--- config.mk ---
export PLATFORM = sky130hd
export DESIGN_NAME = snr_read_path
export DESIGN_NICKNAME = d
export VERILOG_FILES = /design/src/core/snr_pkg.sv /design/src/core/snr_read_path.sv
export SDC_FILE = /design/constraint.sdc
export NUM_CORES = 1
export LEC_CHECK = 0
export BUFFER_PORTS_ARGS = -buffer_cell sky130_fd_sc_hd__buf_2
export CAP_MARGIN = 20
export CORE_ASPECT_RATIO = 0.8
export CORE_MARGIN = 1.5
export CORE_UTILIZATION = 42
export DETAILED_ROUTE_END_ITERATION = 10
export GPL_TIMING_DRIVEN = 0
export PLACE_DENSITY = 0.64
export SLEW_MARGIN = 20
export SYNTH_ARGS = -nofsm -noshare
export SYNTH_HDL_FRONTEND = slang
export SYNTH_SLANG_ARGS = --single-unit
--- constraint.sdc ---
create_clock -name clk -period 8 [get_ports clk]
set_input_delay 1.6 -clock clk [delete_from_list [all_inputs] [get_ports clk]]
set_output_delay 1.6 -clock clk [all_outputs]
set_load 0.1 [all_outputs]
--- src/core/snr_pkg.sv ---
// Purpose: Shared constants, opcodes, states and command decode for the read path.
// Assumes: 256 Mbit array (25 address bits), byte-wide array port.
// Notes: The decode function is pure logic and is also used by the assertions.
package snr_pkg;

  // Read opcodes, 3-byte forms and 4-byte forms
  localparam logic [7:0] OP_READ = 8'h03;
  localparam logic [7:0] OP_READ4 = 8'h13;
  localparam logic [7:0] OP_FAST = 8'h0b;
  localparam logic [7:0] OP_FAST4 = 8'h0c;
  localparam logic [7:0] OP_DOUT = 8'h3b;
  localparam logic [7:0] OP_DOUT4 = 8'h3c;
  localparam logic [7:0] OP_DIO = 8'hbb;
  localparam logic [7:0] OP_DIO4 = 8'hbc;
  localparam logic [7:0] OP_QOUT = 8'h6b;
  localparam logic [7:0] OP_QOUT4 = 8'h6c;
  localparam logic [7:0] OP_QIO = 8'heb;
  localparam logic [7:0] OP_QIO4 = 8'hec;
  localparam logic [7:0] OP_DTR = 8'h0d;
  localparam logic [7:0] OP_DTR_DOUT = 8'h3d;
  localparam logic [7:0] OP_DTR_DIO = 8'hbd;
  localparam logic [7:0] OP_DTR_QOUT = 8'h6d;
  localparam logic [7:0] OP_DTR_QIO = 8'hed;
  localparam logic [7:0] OP_DTR4 = 8'h0e;
  localparam logic [7:0] OP_DTR4_DIO = 8'hbe;
  localparam logic [7:0] OP_DTR4_QIO = 8'hee;
  localparam logic [7:0] OP_WORD = 8'he7;

  typedef enum logic [1:0] {
    SNR_EXT = 2'h0,
    SNR_DUAL = 2'h1,
    SNR_QUAD = 2'h2
  } snr_proto_t;

  typedef enum logic [5:0] {
    ST_IDLE = 6'h01,
    ST_OPC = 6'h02,
    ST_ADDR = 6'h04,
    ST_DUMMY = 6'h08,
    ST_DATA = 6'h10,
    ST_IGN = 6'h20
  } snr_state_t;

  // Active data line counts
  localparam logic [2:0] L1 = 3'h1;
  localparam logic [2:0] L2 = 3'h2;
  localparam logic [2:0] L4 = 3'h4;

  localparam int ADDR_W = 25;
  localparam logic [ADDR_W-1:0] MEM_LAST = 25'h1ffffff;
  localparam logic [ADDR_W-1:0] MEM_FIRST = 25'h0000000;
  localparam int FIFO_W = 8;
  localparam int FIFO_D = 16;
  localparam logic [5:0] BITS_OPC = 6'h08;
  localparam logic [5:0] BITS_3B = 6'h18;
  localparam logic [5:0] BITS_4B = 6'h20;
  localparam logic [3:0] OUT_BYTE = 4'h8;
  localparam logic [3:0] DUMMY_DFLT = 4'h8;
  localparam logic [3:0] DUMMY_WORD = 4'h4;
  localparam logic [3:0] DUMMY_NONE = 4'h0;

  // Synchroniser lanes: bit 0 serial clock, bit 1 chip select, bits 5:2 data lines
  localparam int SYNC_W = 6;
  localparam logic [SYNC_W-1:0] SYNC_IDLE = 6'h02;
  localparam int SY_CLK = 0;
  localparam int SY_CS = 1;
  localparam int SY_DQ = 2;

  // Output enables per data width; single-line data leaves on line 1
  localparam logic [3:0] OE_1 = 4'h2;
  localparam logic [3:0] OE_2 = 4'h3;
  localparam logic [3:0] OE_4 = 4'hf;

  typedef struct packed {
    logic ok;
    logic force4;
    logic dtr;
    logic fast;
    logic word;
    logic io;
    logic [2:0] lines;
  } snr_cmd_t;

  function automatic snr_cmd_t snr_decode(input logic [7:0] op);
    snr_cmd_t c;
    c = '{ok: 1'b1, force4: 1'b0, dtr: 1'b0, fast: 1'b1, word: 1'b0, io: 1'b0, lines: L1};
    case (op)
      OP_READ: c.fast = 1'b0;
      OP_READ4: begin
        c.fast = 1'b0;
        c.force4 = 1'b1;
      end
      OP_FAST: c.lines = L1;
      OP_FAST4: c.force4 = 1'b1;
      OP_DOUT: c.lines = L2;
      OP_DOUT4: begin
        c.lines = L2;
        c.force4 = 1'b1;
      end
      OP_DIO: begin
        c.lines = L2;
        c.io = 1'b1;
      end
      OP_DIO4: begin
        c.lines = L2;
        c.io = 1'b1;
        c.force4 = 1'b1;
      end
      OP_QOUT: c.lines = L4;
      OP_QOUT4: begin
        c.lines = L4;
        c.force4 = 1'b1;
      end
      OP_QIO: begin
        c.lines = L4;
        c.io = 1'b1;
      end
      OP_QIO4: begin
        c.lines = L4;
        c.io = 1'b1;
        c.force4 = 1'b1;
      end
      OP_DTR: c.dtr = 1'b1;
      OP_DTR_DOUT: begin
        c.dtr = 1'b1;
        c.lines = L2;
      end
      OP_DTR_DIO: begin
        c.dtr = 1'b1;
        c.lines = L2;
        c.io = 1'b1;
      end
      OP_DTR_QOUT: begin
        c.dtr = 1'b1;
        c.lines = L4;
      end
      OP_DTR_QIO: begin
        c.dtr = 1'b1;
        c.lines = L4;
        c.io = 1'b1;
      end
      OP_DTR4: begin
        c.dtr = 1'b1;
        c.force4 = 1'b1;
      end
      OP_DTR4_DIO: begin
        c.dtr = 1'b1;
        c.lines = L2;
        c.io = 1'b1;
        c.force4 = 1'b1;
      end
      OP_DTR4_QIO: begin
        c.dtr = 1'b1;
        c.lines = L4;
        c.io = 1'b1;
        c.force4 = 1'b1;
      end
      OP_WORD: begin
        c.lines = L4;
        c.io = 1'b1;
        c.word = 1'b1;
      end
      default: c.ok = 1'b0;
    endcase
    return c;
  endfunction

endpackage

--- src/core/snr_read_path.sv ---
// Purpose: Read-command path of a serial NOR flash, from opcode to streamed array data.
// Assumes: Serial clock, chip select and data lines are asynchronous and much slower than clk.
// Notes: Array bytes are prefetched into a FIFO so the shifter never waits on the array.
//
// What this block does
// - Chip select high at any time ends the read; device stops driving.
// - Ordinary reads take a 24-bit address by default.
// - Decode 03h basic read and 13h basic read with 4-byte address.
// - Decode 0Bh fast read and 0Ch fast read with 4-byte address.
// - Decode 3Bh/3Ch dual-output fast reads; data on two lines.
// - Decode BBh/BCh dual I/O fast reads; address and data on two lines.
// - Decode 6Bh/6Ch quad-output fast reads; data on four lines.
// - Decode EBh/ECh quad I/O fast reads; address and data on four lines.
// - Decode 3-byte both-edge reads 0Dh, 3Dh, BDh, 6Dh, EDh.
// - Decode 4-byte both-edge reads 0Eh, BEh, EEh.
// - Both-edge opcodes always run both-edge, whatever configuration says.
// - Other reads run both-edge only when configuration enables it.
// - Address bits are captured on serial clock rising edges, or on both edges for both-edge reads.
// - Output starts at any byte; address increments after each byte.
// - Address wraps to zero past the last array location.
// - Word read E7h uses the address as sent, with no even alignment forced, and exactly four dummy clocks.
// - Word read works in extended or quad, single-edge only; ignored in dual.
// - 4-byte reads take a full 32-bit address.
// - Address width set from nonvolatile setting or enter/exit commands.
// - 4-byte opcodes always take four address bytes; others follow configuration.
// - Opcode takes 8, 4 or 2 clocks, half that when configuration enables both-edge; address uses same lines, except I/O opcodes in extended, which use 2 or 4.
// - In 4-byte mode ordinary reads also take four address bytes.
// - Dummy count comes from nonvolatile setting, overridden by volatile setting.
// - Dual/quad protocol opcodes use 2/4 lines; both-edge samples both edges.
`timescale 1ns/1ps

module snr_fifo #(
  parameter int W = snr_pkg::FIFO_W,
  parameter int D = snr_pkg::FIFO_D
) (
  input wire logic clk,
  input wire logic nrst,
  input wire logic flush,
  input wire logic in_valid,
  output logic in_ready,
  input wire logic [W-1:0] in_data,
  output logic out_valid,
  input wire logic out_ready,
  output logic [W-1:0] out_data
);
  localparam int AW = $clog2(D);
  logic [W-1:0] mem [D];
  logic [AW:0] wr_q;
  logic [AW:0] rd_q;
  logic push;
  logic pop;

  assign in_ready = (wr_q - rd_q) != (AW+1)'(D);
  assign out_valid = wr_q != rd_q;
  assign out_data = mem[rd_q[AW-1:0]];
  assign push = in_valid && in_ready && !flush;
  assign pop = out_valid && out_ready && !flush;

  always_ff @(posedge clk) begin
    if (push) begin
      mem[wr_q[AW-1:0]] <= in_data;
    end
  end

  always_ff @(posedge clk or negedge nrst) begin
    if (!nrst) begin
      wr_q <= '0;
      rd_q <= '0;
    end else if (flush) begin
      wr_q <= '0;
      rd_q <= '0;
    end else begin
      wr_q <= wr_q + (AW+1)'(push);
      rd_q <= rd_q + (AW+1)'(pop);
    end
  end
endmodule // snr_fifo

module snr_read_path (
  input wire logic clk,
  input wire logic nrst,
  input wire logic sclk,
  input wire logic cs_n,
  input wire logic [3:0] serial_io_lines_rx,
  output logic [3:0] serial_io_lines_drv,
  output logic [3:0] serial_io_lines_en,
  input wire snr_pkg::snr_proto_t proto,
  input wire logic dtr_en,
  input wire logic addr4_nv,
  input wire logic addr4_enter,
  input wire logic addr4_exit,
  input wire logic [3:0] dummy_nv,
  input wire logic [3:0] dummy_vol,
  input wire logic dummy_vol_set,
  output logic array_rd,
  output logic [snr_pkg::ADDR_W-1:0] array_addr,
  input wire logic [snr_pkg::FIFO_W-1:0] array_data,
  output logic busy
);
  import snr_pkg::*;

  logic [SYNC_W-1:0] s1_q, s2_q, s3_q, lvl_q, lvl_d;
  logic rise, fall, cs_hi, smp;
  logic [3:0] dq;
  snr_state_t state_q;
  snr_cmd_t cmd, cmd_q;
  logic [31:0] in_sr_q, in_sr_d;
  logic [5:0] bit_cnt_q, cnt_nx, addr_bits_q;
  logic [2:0] lines_q, data_lines_q, plines;
  logic dtr_q, addr4_q, loaded_q, addr_done, opc_done;
  logic [3:0] dummy_cfg, dummy_q, dummy_sel;
  logic [ADDR_W-1:0] fetch_addr_q;
  logic fetch_on_q, rd_q, push_q;
  logic [ADDR_W-1:0] array_addr_q;
  logic fifo_in_ready, fifo_out_valid, fifo_pop;
  logic [FIFO_W-1:0] fifo_data;
  logic [7:0] out_sr_q, src;
  logic [3:0] out_cnt_q;
  logic [3:0] drv_q, en_q, drv_d, en_d;
  logic out_edge, busy_q;

  // Three-stage synchronisers; a lane moves only once stages two and three agree
  always_ff @(posedge clk or negedge nrst) begin
    if (!nrst) begin
      s1_q <= SYNC_IDLE;
      s2_q <= SYNC_IDLE;
      s3_q <= SYNC_IDLE;
      lvl_q <= SYNC_IDLE;
    end else begin
      s1_q <= {serial_io_lines_rx, cs_n, sclk};
      s2_q <= s1_q;
      s3_q <= s2_q;
      lvl_q <= lvl_d;
    end
  end

  always_comb begin
    for (int i = 0; i < SYNC_W; i++) begin
      lvl_d[i] = (s2_q[i] == s3_q[i]) ? s3_q[i] : lvl_q[i];
    end
  end

  assign rise = lvl_d[SY_CLK] && !lvl_q[SY_CLK];
  assign fall = !lvl_d[SY_CLK] && lvl_q[SY_CLK];
  assign cs_hi = lvl_d[SY_CS];
  assign dq = lvl_d[SY_DQ +: 4];
  // Single-edge captures on rising edges only; both-edge captures on either
  assign smp = rise || (dtr_q && fall);

  assign plines = (proto == SNR_QUAD) ? L4 : ((proto == SNR_DUAL) ? L2 : L1);
  assign cnt_nx = bit_cnt_q + {3'h0, lines_q};
  assign cmd = snr_decode(in_sr_d[7:0]);

  always_comb begin
    case (lines_q)
      L1: in_sr_d = {in_sr_q[30:0], dq[0]};
      L2: in_sr_d = {in_sr_q[29:0], dq[1:0]};
      default: in_sr_d = {in_sr_q[27:0], dq};
    endcase
  end

  // Address width: nonvolatile value caught once after reset, then commands steer it
  always_ff @(posedge clk or negedge nrst) begin
    if (!nrst) begin
      loaded_q <= 1'b0;
      addr4_q <= 1'b0;
    end else if (!loaded_q) begin
      loaded_q <= 1'b1;
      addr4_q <= addr4_nv;
    end else if (addr4_enter) begin
      addr4_q <= 1'b1;
    end else if (addr4_exit) begin
      addr4_q <= 1'b0;
    end
  end

  // Zero in the setting selects the default count
  assign dummy_cfg = dummy_vol_set ? dummy_vol : dummy_nv;
  assign dummy_sel = cmd_q.word ? DUMMY_WORD :
                     (!cmd_q.fast ? DUMMY_NONE :
                     ((dummy_cfg == DUMMY_NONE) ? DUMMY_DFLT : dummy_cfg));

  assign opc_done = (state_q == ST_OPC) && smp && (cnt_nx == BITS_OPC);
  assign addr_done = (state_q == ST_ADDR) && smp && (cnt_nx == addr_bits_q);

  // Command sequencer; deselect wins over everything
  always_ff @(posedge clk or negedge nrst) begin
    if (!nrst) begin
      state_q <= ST_IDLE;
      cmd_q <= '0;
      in_sr_q <= '0;
      bit_cnt_q <= '0;
      addr_bits_q <= BITS_3B;
      lines_q <= L1;
      data_lines_q <= L1;
      dtr_q <= 1'b0;
      dummy_q <= DUMMY_NONE;
    end else if (cs_hi) begin
      state_q <= ST_IDLE;
      bit_cnt_q <= '0;
      dtr_q <= 1'b0;
    end else begin
      case (state_q)
        ST_IDLE: begin
          state_q <= ST_OPC;
          lines_q <= plines;
          dtr_q <= dtr_en;
          bit_cnt_q <= '0;
        end
        ST_OPC: begin
          if (smp) begin
            in_sr_q <= in_sr_d;
            bit_cnt_q <= cnt_nx;
          end
          if (opc_done) begin
            bit_cnt_q <= '0;
            cmd_q <= cmd;
            // Opcode bits must not leak into the top of a 24-bit address
            in_sr_q <= '0;
            if (!cmd.ok || (cmd.word && (proto == SNR_DUAL || dtr_en))) begin
              state_q <= ST_IGN;
            end else begin
              state_q <= ST_ADDR;
              dtr_q <= dtr_en || cmd.dtr;
              addr_bits_q <= (cmd.force4 || addr4_q) ? BITS_4B : BITS_3B;
              lines_q <= (proto == SNR_EXT) ? (cmd.io ? cmd.lines : L1) : plines;
              data_lines_q <= (proto == SNR_EXT) ? cmd.lines : plines;
            end
          end
        end
        ST_ADDR: begin
          if (smp) begin
            in_sr_q <= in_sr_d;
            bit_cnt_q <= cnt_nx;
          end
          if (addr_done) begin
            dummy_q <= dummy_sel;
            state_q <= (dummy_sel == DUMMY_NONE) ? ST_DATA : ST_DUMMY;
          end
        end
        ST_DUMMY: begin
          // Dummies count whole clocks, so only rising edges matter here
          if (rise) begin
            dummy_q <= dummy_q - 4'h1;
            if (dummy_q == 4'h1) begin
              state_q <= ST_DATA;
            end
          end
        end
        ST_DATA: state_q <= ST_DATA;
        ST_IGN: state_q <= ST_IGN;
        default: state_q <= ST_IDLE;
      endcase
    end
  end

  // Array prefetch: one read in flight, stalled by a full FIFO
  always_ff @(posedge clk or negedge nrst) begin
    if (!nrst) begin
      fetch_on_q <= 1'b0;
      fetch_addr_q <= MEM_FIRST;
      rd_q <= 1'b0;
      push_q <= 1'b0;
      array_addr_q <= MEM_FIRST;
    end else if (cs_hi) begin
      fetch_on_q <= 1'b0;
      rd_q <= 1'b0;
      push_q <= 1'b0;
    end else begin
      push_q <= rd_q;
      rd_q <= 1'b0;
      if (addr_done) begin
        fetch_on_q <= 1'b1;
        fetch_addr_q <= in_sr_d[ADDR_W-1:0];
      end else if (fetch_on_q && !rd_q && !push_q && fifo_in_ready) begin
        rd_q <= 1'b1;
        array_addr_q <= fetch_addr_q;
        fetch_addr_q <= (fetch_addr_q == MEM_LAST) ? MEM_FIRST : fetch_addr_q + 25'h1;
      end
    end
  end

  snr_fifo #(.W(FIFO_W), .D(FIFO_D)) u_fifo (
    .clk(clk),
    .nrst(nrst),
    .flush(cs_hi),
    .in_valid(push_q),
    .in_ready(fifo_in_ready),
    .in_data(array_data),
    .out_valid(fifo_out_valid),
    .out_ready(fifo_pop),
    .out_data(fifo_data)
  );

  // Single-edge data changes on falling edges so the host samples on rising ones
  assign out_edge = (state_q == ST_DATA) && (fall || (dtr_q && rise));
  assign fifo_pop = out_edge && (out_cnt_q == 4'h0) && fifo_out_valid;
  // An empty FIFO at a byte boundary shows zeros; prefetch outruns the link by far
  assign src = (out_cnt_q == 4'h0) ? (fifo_out_valid ? fifo_data : 8'h00) : out_sr_q;

  always_comb begin
    case (data_lines_q)
      L1: begin
        drv_d = {2'h0, src[7], 1'b0};
        en_d = OE_1;
      end
      L2: begin
        drv_d = {2'h0, src[7:6]};
        en_d = OE_2;
      end
      default: begin
        drv_d = src[7:4];
        en_d = OE_4;
      end
    endcase
  end

  always_ff @(posedge clk or negedge nrst) begin
    if (!nrst) begin
      drv_q <= 4'h0;
      en_q <= 4'h0;
      out_sr_q <= 8'h00;
      out_cnt_q <= 4'h0;
    end else if (cs_hi) begin
      drv_q <= 4'h0;
      en_q <= 4'h0;
      out_cnt_q <= 4'h0;
    end else if (out_edge) begin
      drv_q <= drv_d;
      en_q <= en_d;
      out_sr_q <= src << data_lines_q;
      out_cnt_q <= ((out_cnt_q == 4'h0) ? OUT_BYTE : out_cnt_q) - {1'b0, data_lines_q};
    end
  end

  always_ff @(posedge clk or negedge nrst) begin
    if (!nrst) begin
      busy_q <= 1'b0;
    end else begin
      busy_q <= !cs_hi;
    end
  end

  assign serial_io_lines_drv = drv_q;
  assign serial_io_lines_en = en_q;
  assign array_rd = rd_q;
  assign array_addr = array_addr_q;
  assign busy = busy_q;

  deselect_release_a: assert property (@(posedge clk) disable iff (!nrst)
    cs_hi |=> ((en_q == 4'h0) && (state_q == ST_IDLE)) ##1 (en_q == 4'h0))
    else $error("lines still driven after deselect");

  basic_nodummy_a: assert property (@(posedge clk) disable iff (!nrst)
    addr_done && !cmd_q.fast && !cmd_q.word && !cs_hi |=> state_q == ST_DATA)
    else $error("basic read did not go straight to data");

  word_dummy_a: assert property (@(posedge clk) disable iff (!nrst)
    addr_done && cmd_q.word && !cs_hi |=> state_q == ST_DUMMY && dummy_q == DUMMY_WORD)
    else $error("word read dummy count wrong");

  word_refuse_a: assert property (@(posedge clk) disable iff (!nrst)
    opc_done && !cs_hi && in_sr_d[7:0] == OP_WORD && (proto == SNR_DUAL || dtr_en)
    |=> state_q == ST_IGN ##1 (cs_hi || state_q == ST_IGN))
    else $error("word read not ignored");

  force_four_a: assert property (@(posedge clk) disable iff (!nrst)
    opc_done && !cs_hi && cmd.ok && cmd.force4 && !cmd.word |=> addr_bits_q == BITS_4B)
    else $error("4-byte opcode took short address");

  default_three_a: assert property (@(posedge clk) disable iff (!nrst)
    opc_done && !cs_hi && in_sr_d[7:0] == OP_READ && !addr4_q |=> addr_bits_q == BITS_3B)
    else $error("default address width not 24 bits");

  mode_four_a: assert property (@(posedge clk) disable iff (!nrst)
    opc_done && !cs_hi && cmd.ok && !cmd.force4 && addr4_q |=> addr_bits_q == BITS_4B)
    else $error("4-byte mode ignored by ordinary read");

  dtr_forced_a: assert property (@(posedge clk) disable iff (!nrst)
    opc_done && !cs_hi && cmd.dtr |=> dtr_q)
    else $error("both-edge opcode ran single-edge");

  str_default_a: assert property (@(posedge clk) disable iff (!nrst)
    opc_done && !cs_hi && cmd.ok && !cmd.dtr && !dtr_en |=> !dtr_q)
    else $error("single-edge read ran both-edge");

  addr_wrap_a: assert property (@(posedge clk) disable iff (!nrst)
    rd_q && array_addr_q == MEM_LAST && !cs_hi ##1 !cs_hi [*2] ##1 rd_q
    |-> array_addr_q == MEM_FIRST)
    else $error("address did not wrap to zero");

  addr_step_a: assert property (@(posedge clk) disable iff (!nrst)
    rd_q && array_addr_q != MEM_LAST && !cs_hi ##1 !cs_hi [*2] ##1 rd_q
    |-> array_addr_q == $past(array_addr_q, 3) + 25'h1)
    else $error("address did not step by one");

endmodule // snr_read_path

# Word level (Yosys, flattened, before mapping)
# Memory sizes are Yosys's and may differ from the RTL's.
# Index checks and enable logic that the tools add are counted.
# totals
register_bits,173
ram_bits,128
memories,1
# mem_list
memory,depth,width,read_ports,rd_ports_with_merged_regs,wr,line_no,text
u_fifo.mem,16,8,1,0,1,snr_read_path.sv:47,logic [W-1:0] mem [D];
# classes
addsub,7
eq_ne,55
shift,1
n_reduce_logical,60
n_bitwise,3
mux,76
# ops
operator,n
case mux 32 bit (2 select lines),2
two-way mux 25 bit,3
"== test 8 bit, second input constant",9
two-way mux 32 bit,2
two-way mux 6 bit,10
two-way mux 4 bit,13
case mux 6 bit (6 select lines),1
"== test 8 x 4 -> 1 bit, second input constant",4
two-way mux 1 bit,26
"adder 25 x 1 -> 25 bit, second input constant",1
"== test 25 bit, second input constant",1
"== test 8 x 6 -> 1 bit, second input constant",3
"== test 8 x 7 -> 1 bit, second input constant",3
case mux 4 bit (2 select lines),3
OR reduction 21 bit,1
logical AND 1 bit,19
two-way mux 3 bit,6
case mux 6 bit (3 select lines),1
OR reduction 9 bit,2
two-way mux 8 bit,2
AND reduction 4 bit,4
OR reduction 8 bit,2
two-way mux 5 bit,3
"inequality test 3 x 2 -> 1 bit, second input constant",5
40 further kinds,76

# Depth between registers and ports, before layout
# logic_depth
depth_word,12
ltp_mapped,16
depth_no_buf,15

# Modules after synthesis
# A second synthesis with hierarchy kept.
# unflattened
cells_unflattened,1225
hier_area_um2,14036.0
# by_module_without_submodules
module,n_inst,cells_per_inst,area_each_um2,seq_area_each_um2
snr_read_path,1,899,8314.2,3763.6
snr_fifo,1,326,5721.7,4093.9

# Worst setup path before layout
# No wires, ideal clock.
# synth_timing
path_type,register -> register
startpoint,register u_fifo.rd_q[1]
endpoint,register array_addr_q[10] (netlist: array_addr[10])
stages_incl_launch_ff,14
arrival_time_ns,3.884
setup_time_ns,0.125
slack_ns,3.990
n_path_buf,4
cell_sequence,dfrtp_1 clkbuf_1 clkbuf_1 inv_1 ha_1 a21oi_1 mux2_2 a22oi_1 o21ai_0 nor4b_1 and2_1 clkbuf_1 buf_2 mux2_2
# synth_via
elab_chain_cells,4
# synth_lines
element,line_no,text
start: declaration,snr_read_path.sv:49,logic [AW:0] rd_q;
start signal: assignment,snr_read_path.sv:74,rd_q <= rd_q + (AW+1)'(pop);
subtractor 5 bit,snr_read_path.sv:53,assign in_ready = (wr_q - rd_q) != (AW+1)'(D);
inequality test 5 bit,snr_read_path.sv:53,
logical AND 1 bit,snr_read_path.sv:275,end else if (fetch_on_q && !rd_q && !push_q && fifo_in_ready) begin
AND reduction 3 bit (no line),n/a,
end signal: assignment,snr_read_path.sv:277,array_addr_q <= fetch_addr_q;
end: declaration,snr_read_path.sv:114,logic [ADDR_W-1:0] array_addr_q;
# Every way passes these cells.
# A chain may end at the register's enable or synchronous reset.

# Worst setup path in the final report
# layout_timing
startpoint,register u_fifo.rd_q[1]
endpoint,register array_addr_q[22] (netlist: array_addr[22])
# Same word-level chain as after synthesis.

==> flow_metrics.env <==
export IMPL_holdBufCountCts=0
export IMPL_ant_nets=0
export IMPL_drcViolationCount=0
export IMPL_dr_pass1_iters=5
export IMPL_htreeDepth=1
export IMPL_clock_path_buffers=3
export IMPL_fp_row_count=59
export IMPL_vias_per_cell=5.77
export IMPL_max_cap_viol_count=0
export IMPL_r2r_setup_slack_ns=3.15
export IMPL_cts_resized=0
export IMPL_ys_flop_type="dfrtp_1"
export IMPL_grt_start_max_net_pins=75
export IMPL_first_iter_violations=1120
export IMPL_synth_seq_cells=288
export IMPL_cts_buffers=30
export IMPL_fillers=2952
export IMPL_hold_path_class="reg2reg"
export IMPL_cp_data_required_time_ns=8.47
export IMPL_worstSetupEndpointType="register"
export IMPL_numPortBuffers=65
export IMPL_leakage_nw=6.36
export IMPL_multi_input_area_um2=5820
export IMPL_crit_path_end="array_addr[22]$_DFFE_PN0P_"
export IMPL_finalCritPeriodShare_pct=60.7
export IMPL_dieWidth_um=208
export IMPL_cp_arrival_ns=5.32
export IMPL_fin_crit_ns=4.85
export IMPL_critPathLaunch="u_fifo.rd_q[1]$_DFF_PN0_"
export IMPL_r2r_start="u_fifo.rd_q[1]$_DFF_PN0_"
export IMPL_dpl_hpwl_mm=24.6
export IMPL_slew_violations=0
export IMPL_tightestPinTransition_ns=1.15
export IMPL_globalRouteOverflowTotal=0
export IMPL_clkLatencyLatePin_ns=0.59
export IMPL_synthMostInstantiatedCell="dfrtp_1"
export IMPL_cts_root_buf="clkbuf_16"
export IMPL_final_nets=1386
export IMPL_ir_worst_vdd_uv=159
export IMPL_holdWs_ns=0.352
export IMPL_syn_cell_area_um2=14100
export IMPL_drive_gt1_share_pct=17.2
export IMPL_yosys_warnings=0
export IMPL_ys_top_cells_by_area="edfxtp_1 (27%), dfrtp_1 (27%), mux4_2 (6.4%)"
export IMPL_cts_tree="built"
export IMPL_rsz0062_at_grt="no"
export IMPL_die_area_um2=34700
export IMPL_p_per_area_nw_per_um2=257
export IMPL_r2r_end="array_addr[22]$_DFFE_PN0P_"
export IMPL_fin_cells=1784
export IMPL_max_freq_ghz=0.206
export IMPL_ys_types=76
export IMPL_areaGrowthSynthToFinish_pct=13.9
export IMPL_diodes=0
export IMPL_syn_inst=1230
export IMPL_setup_viol=0
export IMPL_r2r_cells=13
export IMPL_cts_setup_buffers=0
export IMPL_synth_top_cell_area_share_pct=27.3
export IMPL_synth_edff_count=128
export IMPL_wirelength_mm=34.9
export IMPL_synth_largest_area_cell="edfxtp_1"
export IMPL_grt_pass1_wl_mm=56.2
export IMPL_max_slew_margin_rel_pct=21.0
export IMPL_die_height_um=167
export IMPL_coreArea_um2=32800
export IMPL_finalHoldViolations=0
export IMPL_fin_skew_ns=0.0386
export IMPL_finalWeightedCongestion=0.878
export IMPL_clkTransAtPathRegs_ns=0.06
export IMPL_crit_type="reg2reg"
export IMPL_crit_path_max_fanout=10
export IMPL_grt_pass1_vias=10100
export IMPL_wire_per_inst_um=19.6
export IMPL_outcome="completed"
export IMPL_synth_fp_nets=1283
export IMPL_num_vias=10300
export IMPL_final_seq_area_um2=7860
export IMPL_io_pins=66
export IMPL_syn_area_per_cell_um2=11.5
export IMPL_clkSinkCount=288
export IMPL_synthArstFlopShare_pct=55.6
export IMPL_start_kind="register"
export IMPL_ys_seq_area_share_pct=55.7
export IMPL_grt_total_usage_pct=20.4
export IMPL_dpl_cell_count=1728
export IMPL_final_setup_tns_ns=0
export IMPL_ys_top_cells_by_count="dfrtp_1 (152), nor2_1 (151), edfxtp_1 (128)"
export IMPL_initial_core_util_pct=43.0
export IMPL_antenna_found_initial=0
==> sequential cells by signal, indices dropped and copies added (netlist names), 5 cells and up <==
| signal | cells |
|---|---|
| u_fifo.mem | 128 |
| s3_q | 6 |
| s1_q | 6 |
| bit_cnt_q | 6 |
| in_sr_q | 24 |
| u_fifo.wr_q | 5 |
| fetch_addr_q | 25 |
| state_q | 6 |
| s2_q | 6 |
| array_addr | 25 |
| out_sr_q | 8 |
| lvl_q | 6 |
| u_fifo.rd_q | 5 |
==> worst min path at each step <==
stage	start	end	slack, ns	cells after the start
after floorplan	s1_q[0]$_DFF_PN0_	s2_q[0]$_DFF_PN0_	0.33	0
after global placement	s1_q[3]$_DFF_PN0_	s2_q[3]$_DFF_PN0_	0.33	0
after detailed placement	s1_q[3]$_DFF_PN0_	s2_q[3]$_DFF_PN0_	0.34	0
after CTS	s1_q[3]$_DFF_PN0_	s2_q[3]$_DFF_PN0_	0.35	0
after global routing	s1_q[1]$_DFF_PN1_	s2_q[1]$_DFF_PN1_	0.36	0
final	s1_q[3]$_DFF_PN0_	s2_q[3]$_DFF_PN0_	0.35	0
==> worst max-delay path: stages (launching register included) <==
cell      delay [ns]
dfrtp_1         0.35
clkbuf_1        0.34
clkbuf_1        0.54
inv_1           0.10
ha_1            0.35
a21oi_1         0.20
mux2_2          0.36
a22oi_1         0.19
o21ai_0         0.20
nor4b_2         0.82
and2_1          0.26
clkbuf_1        0.33
buf_2           0.34
mux2_2          0.37
==> layout by cell type, fill, tap and decap left out, types with 18 or more instances in the layout <==
| master | count |
|---|---|
| dfrtp_1 | 152 |
| nor2_1 | 151 |
| edfxtp_1 | 128 |
| a21oi_1 | 98 |
| buf_2 | 73 |
| o21ai_0 | 68 |
| nand2_1 | 64 |
| clkbuf_1 | 58 |
| mux4_2 | 40 |
| inv_1 | 34 |
| mux2_2 | 32 |
| clkbuf_16 | 30 |
| nor3_1 | 29 |
| nand3_1 | 24 |
| nor2b_1 | 24 |
| a22o_1 | 21 |
| ha_1 | 20 |
| nand2b_1 | 18 |
==> power breakdown <==
group          switching (mW)  internal, mW  total, mW  leakage (nW)
sequential             0.0991          1.62       1.72          3.27
clock                   0.589         0.787       1.38         0.475
combinational           0.670         0.365       1.04          2.61
==> through the flow <==
stage / total power, mW / setup slack (ns) / utilization, % / cell area (um2)
finish: 4.13 / 3.15 / 49.0 / 16100
global route: 4.34 / 2.84 / 49.0 / 16100
global placement: 2.74 / 2.74 / 45.6 / 15000
detailed placement: 2.76 / 3.14 / 46.0 / 15100
floorplan: 2.44 / 3.99 / - / 14100
CTS: 4.14 / 3.15 / 49.0 / 16100
==> final cells by class <==
cell class                 count  area share (%)
buffer                        74            1.94
clock buffer                  41            5.10
clock inverter                15           0.990
inverter                      37           0.865
multi-input combinational    831            36.2
sequential                   288            48.9
tap                          427            3.33
timing repair buffer          71            2.62
==> logic make-up after synthesis <==
family | share of synthesized area [%]
fa+ha+maj | 2.34
buf+inv | 3.19
mux | 10.4
other cells | 0.0266
xor+xnor | 1.24
simple gates | 13.7
flops | 55.7
compound gates | 13.4
==> routing by layer <==
layer	part of all wire [%]	vias to the layer above	wire length [um]	track usage, %
met5	0	-	0	0
met1	48	5114	16700	31.0
met4	2.2	0	755	4.79
li1	-	4777	-	-
met2	44	362	15300	30.4
met3	6.2	48	2180	3.36
No activity file was read; power rests on OpenSTA's default activity.
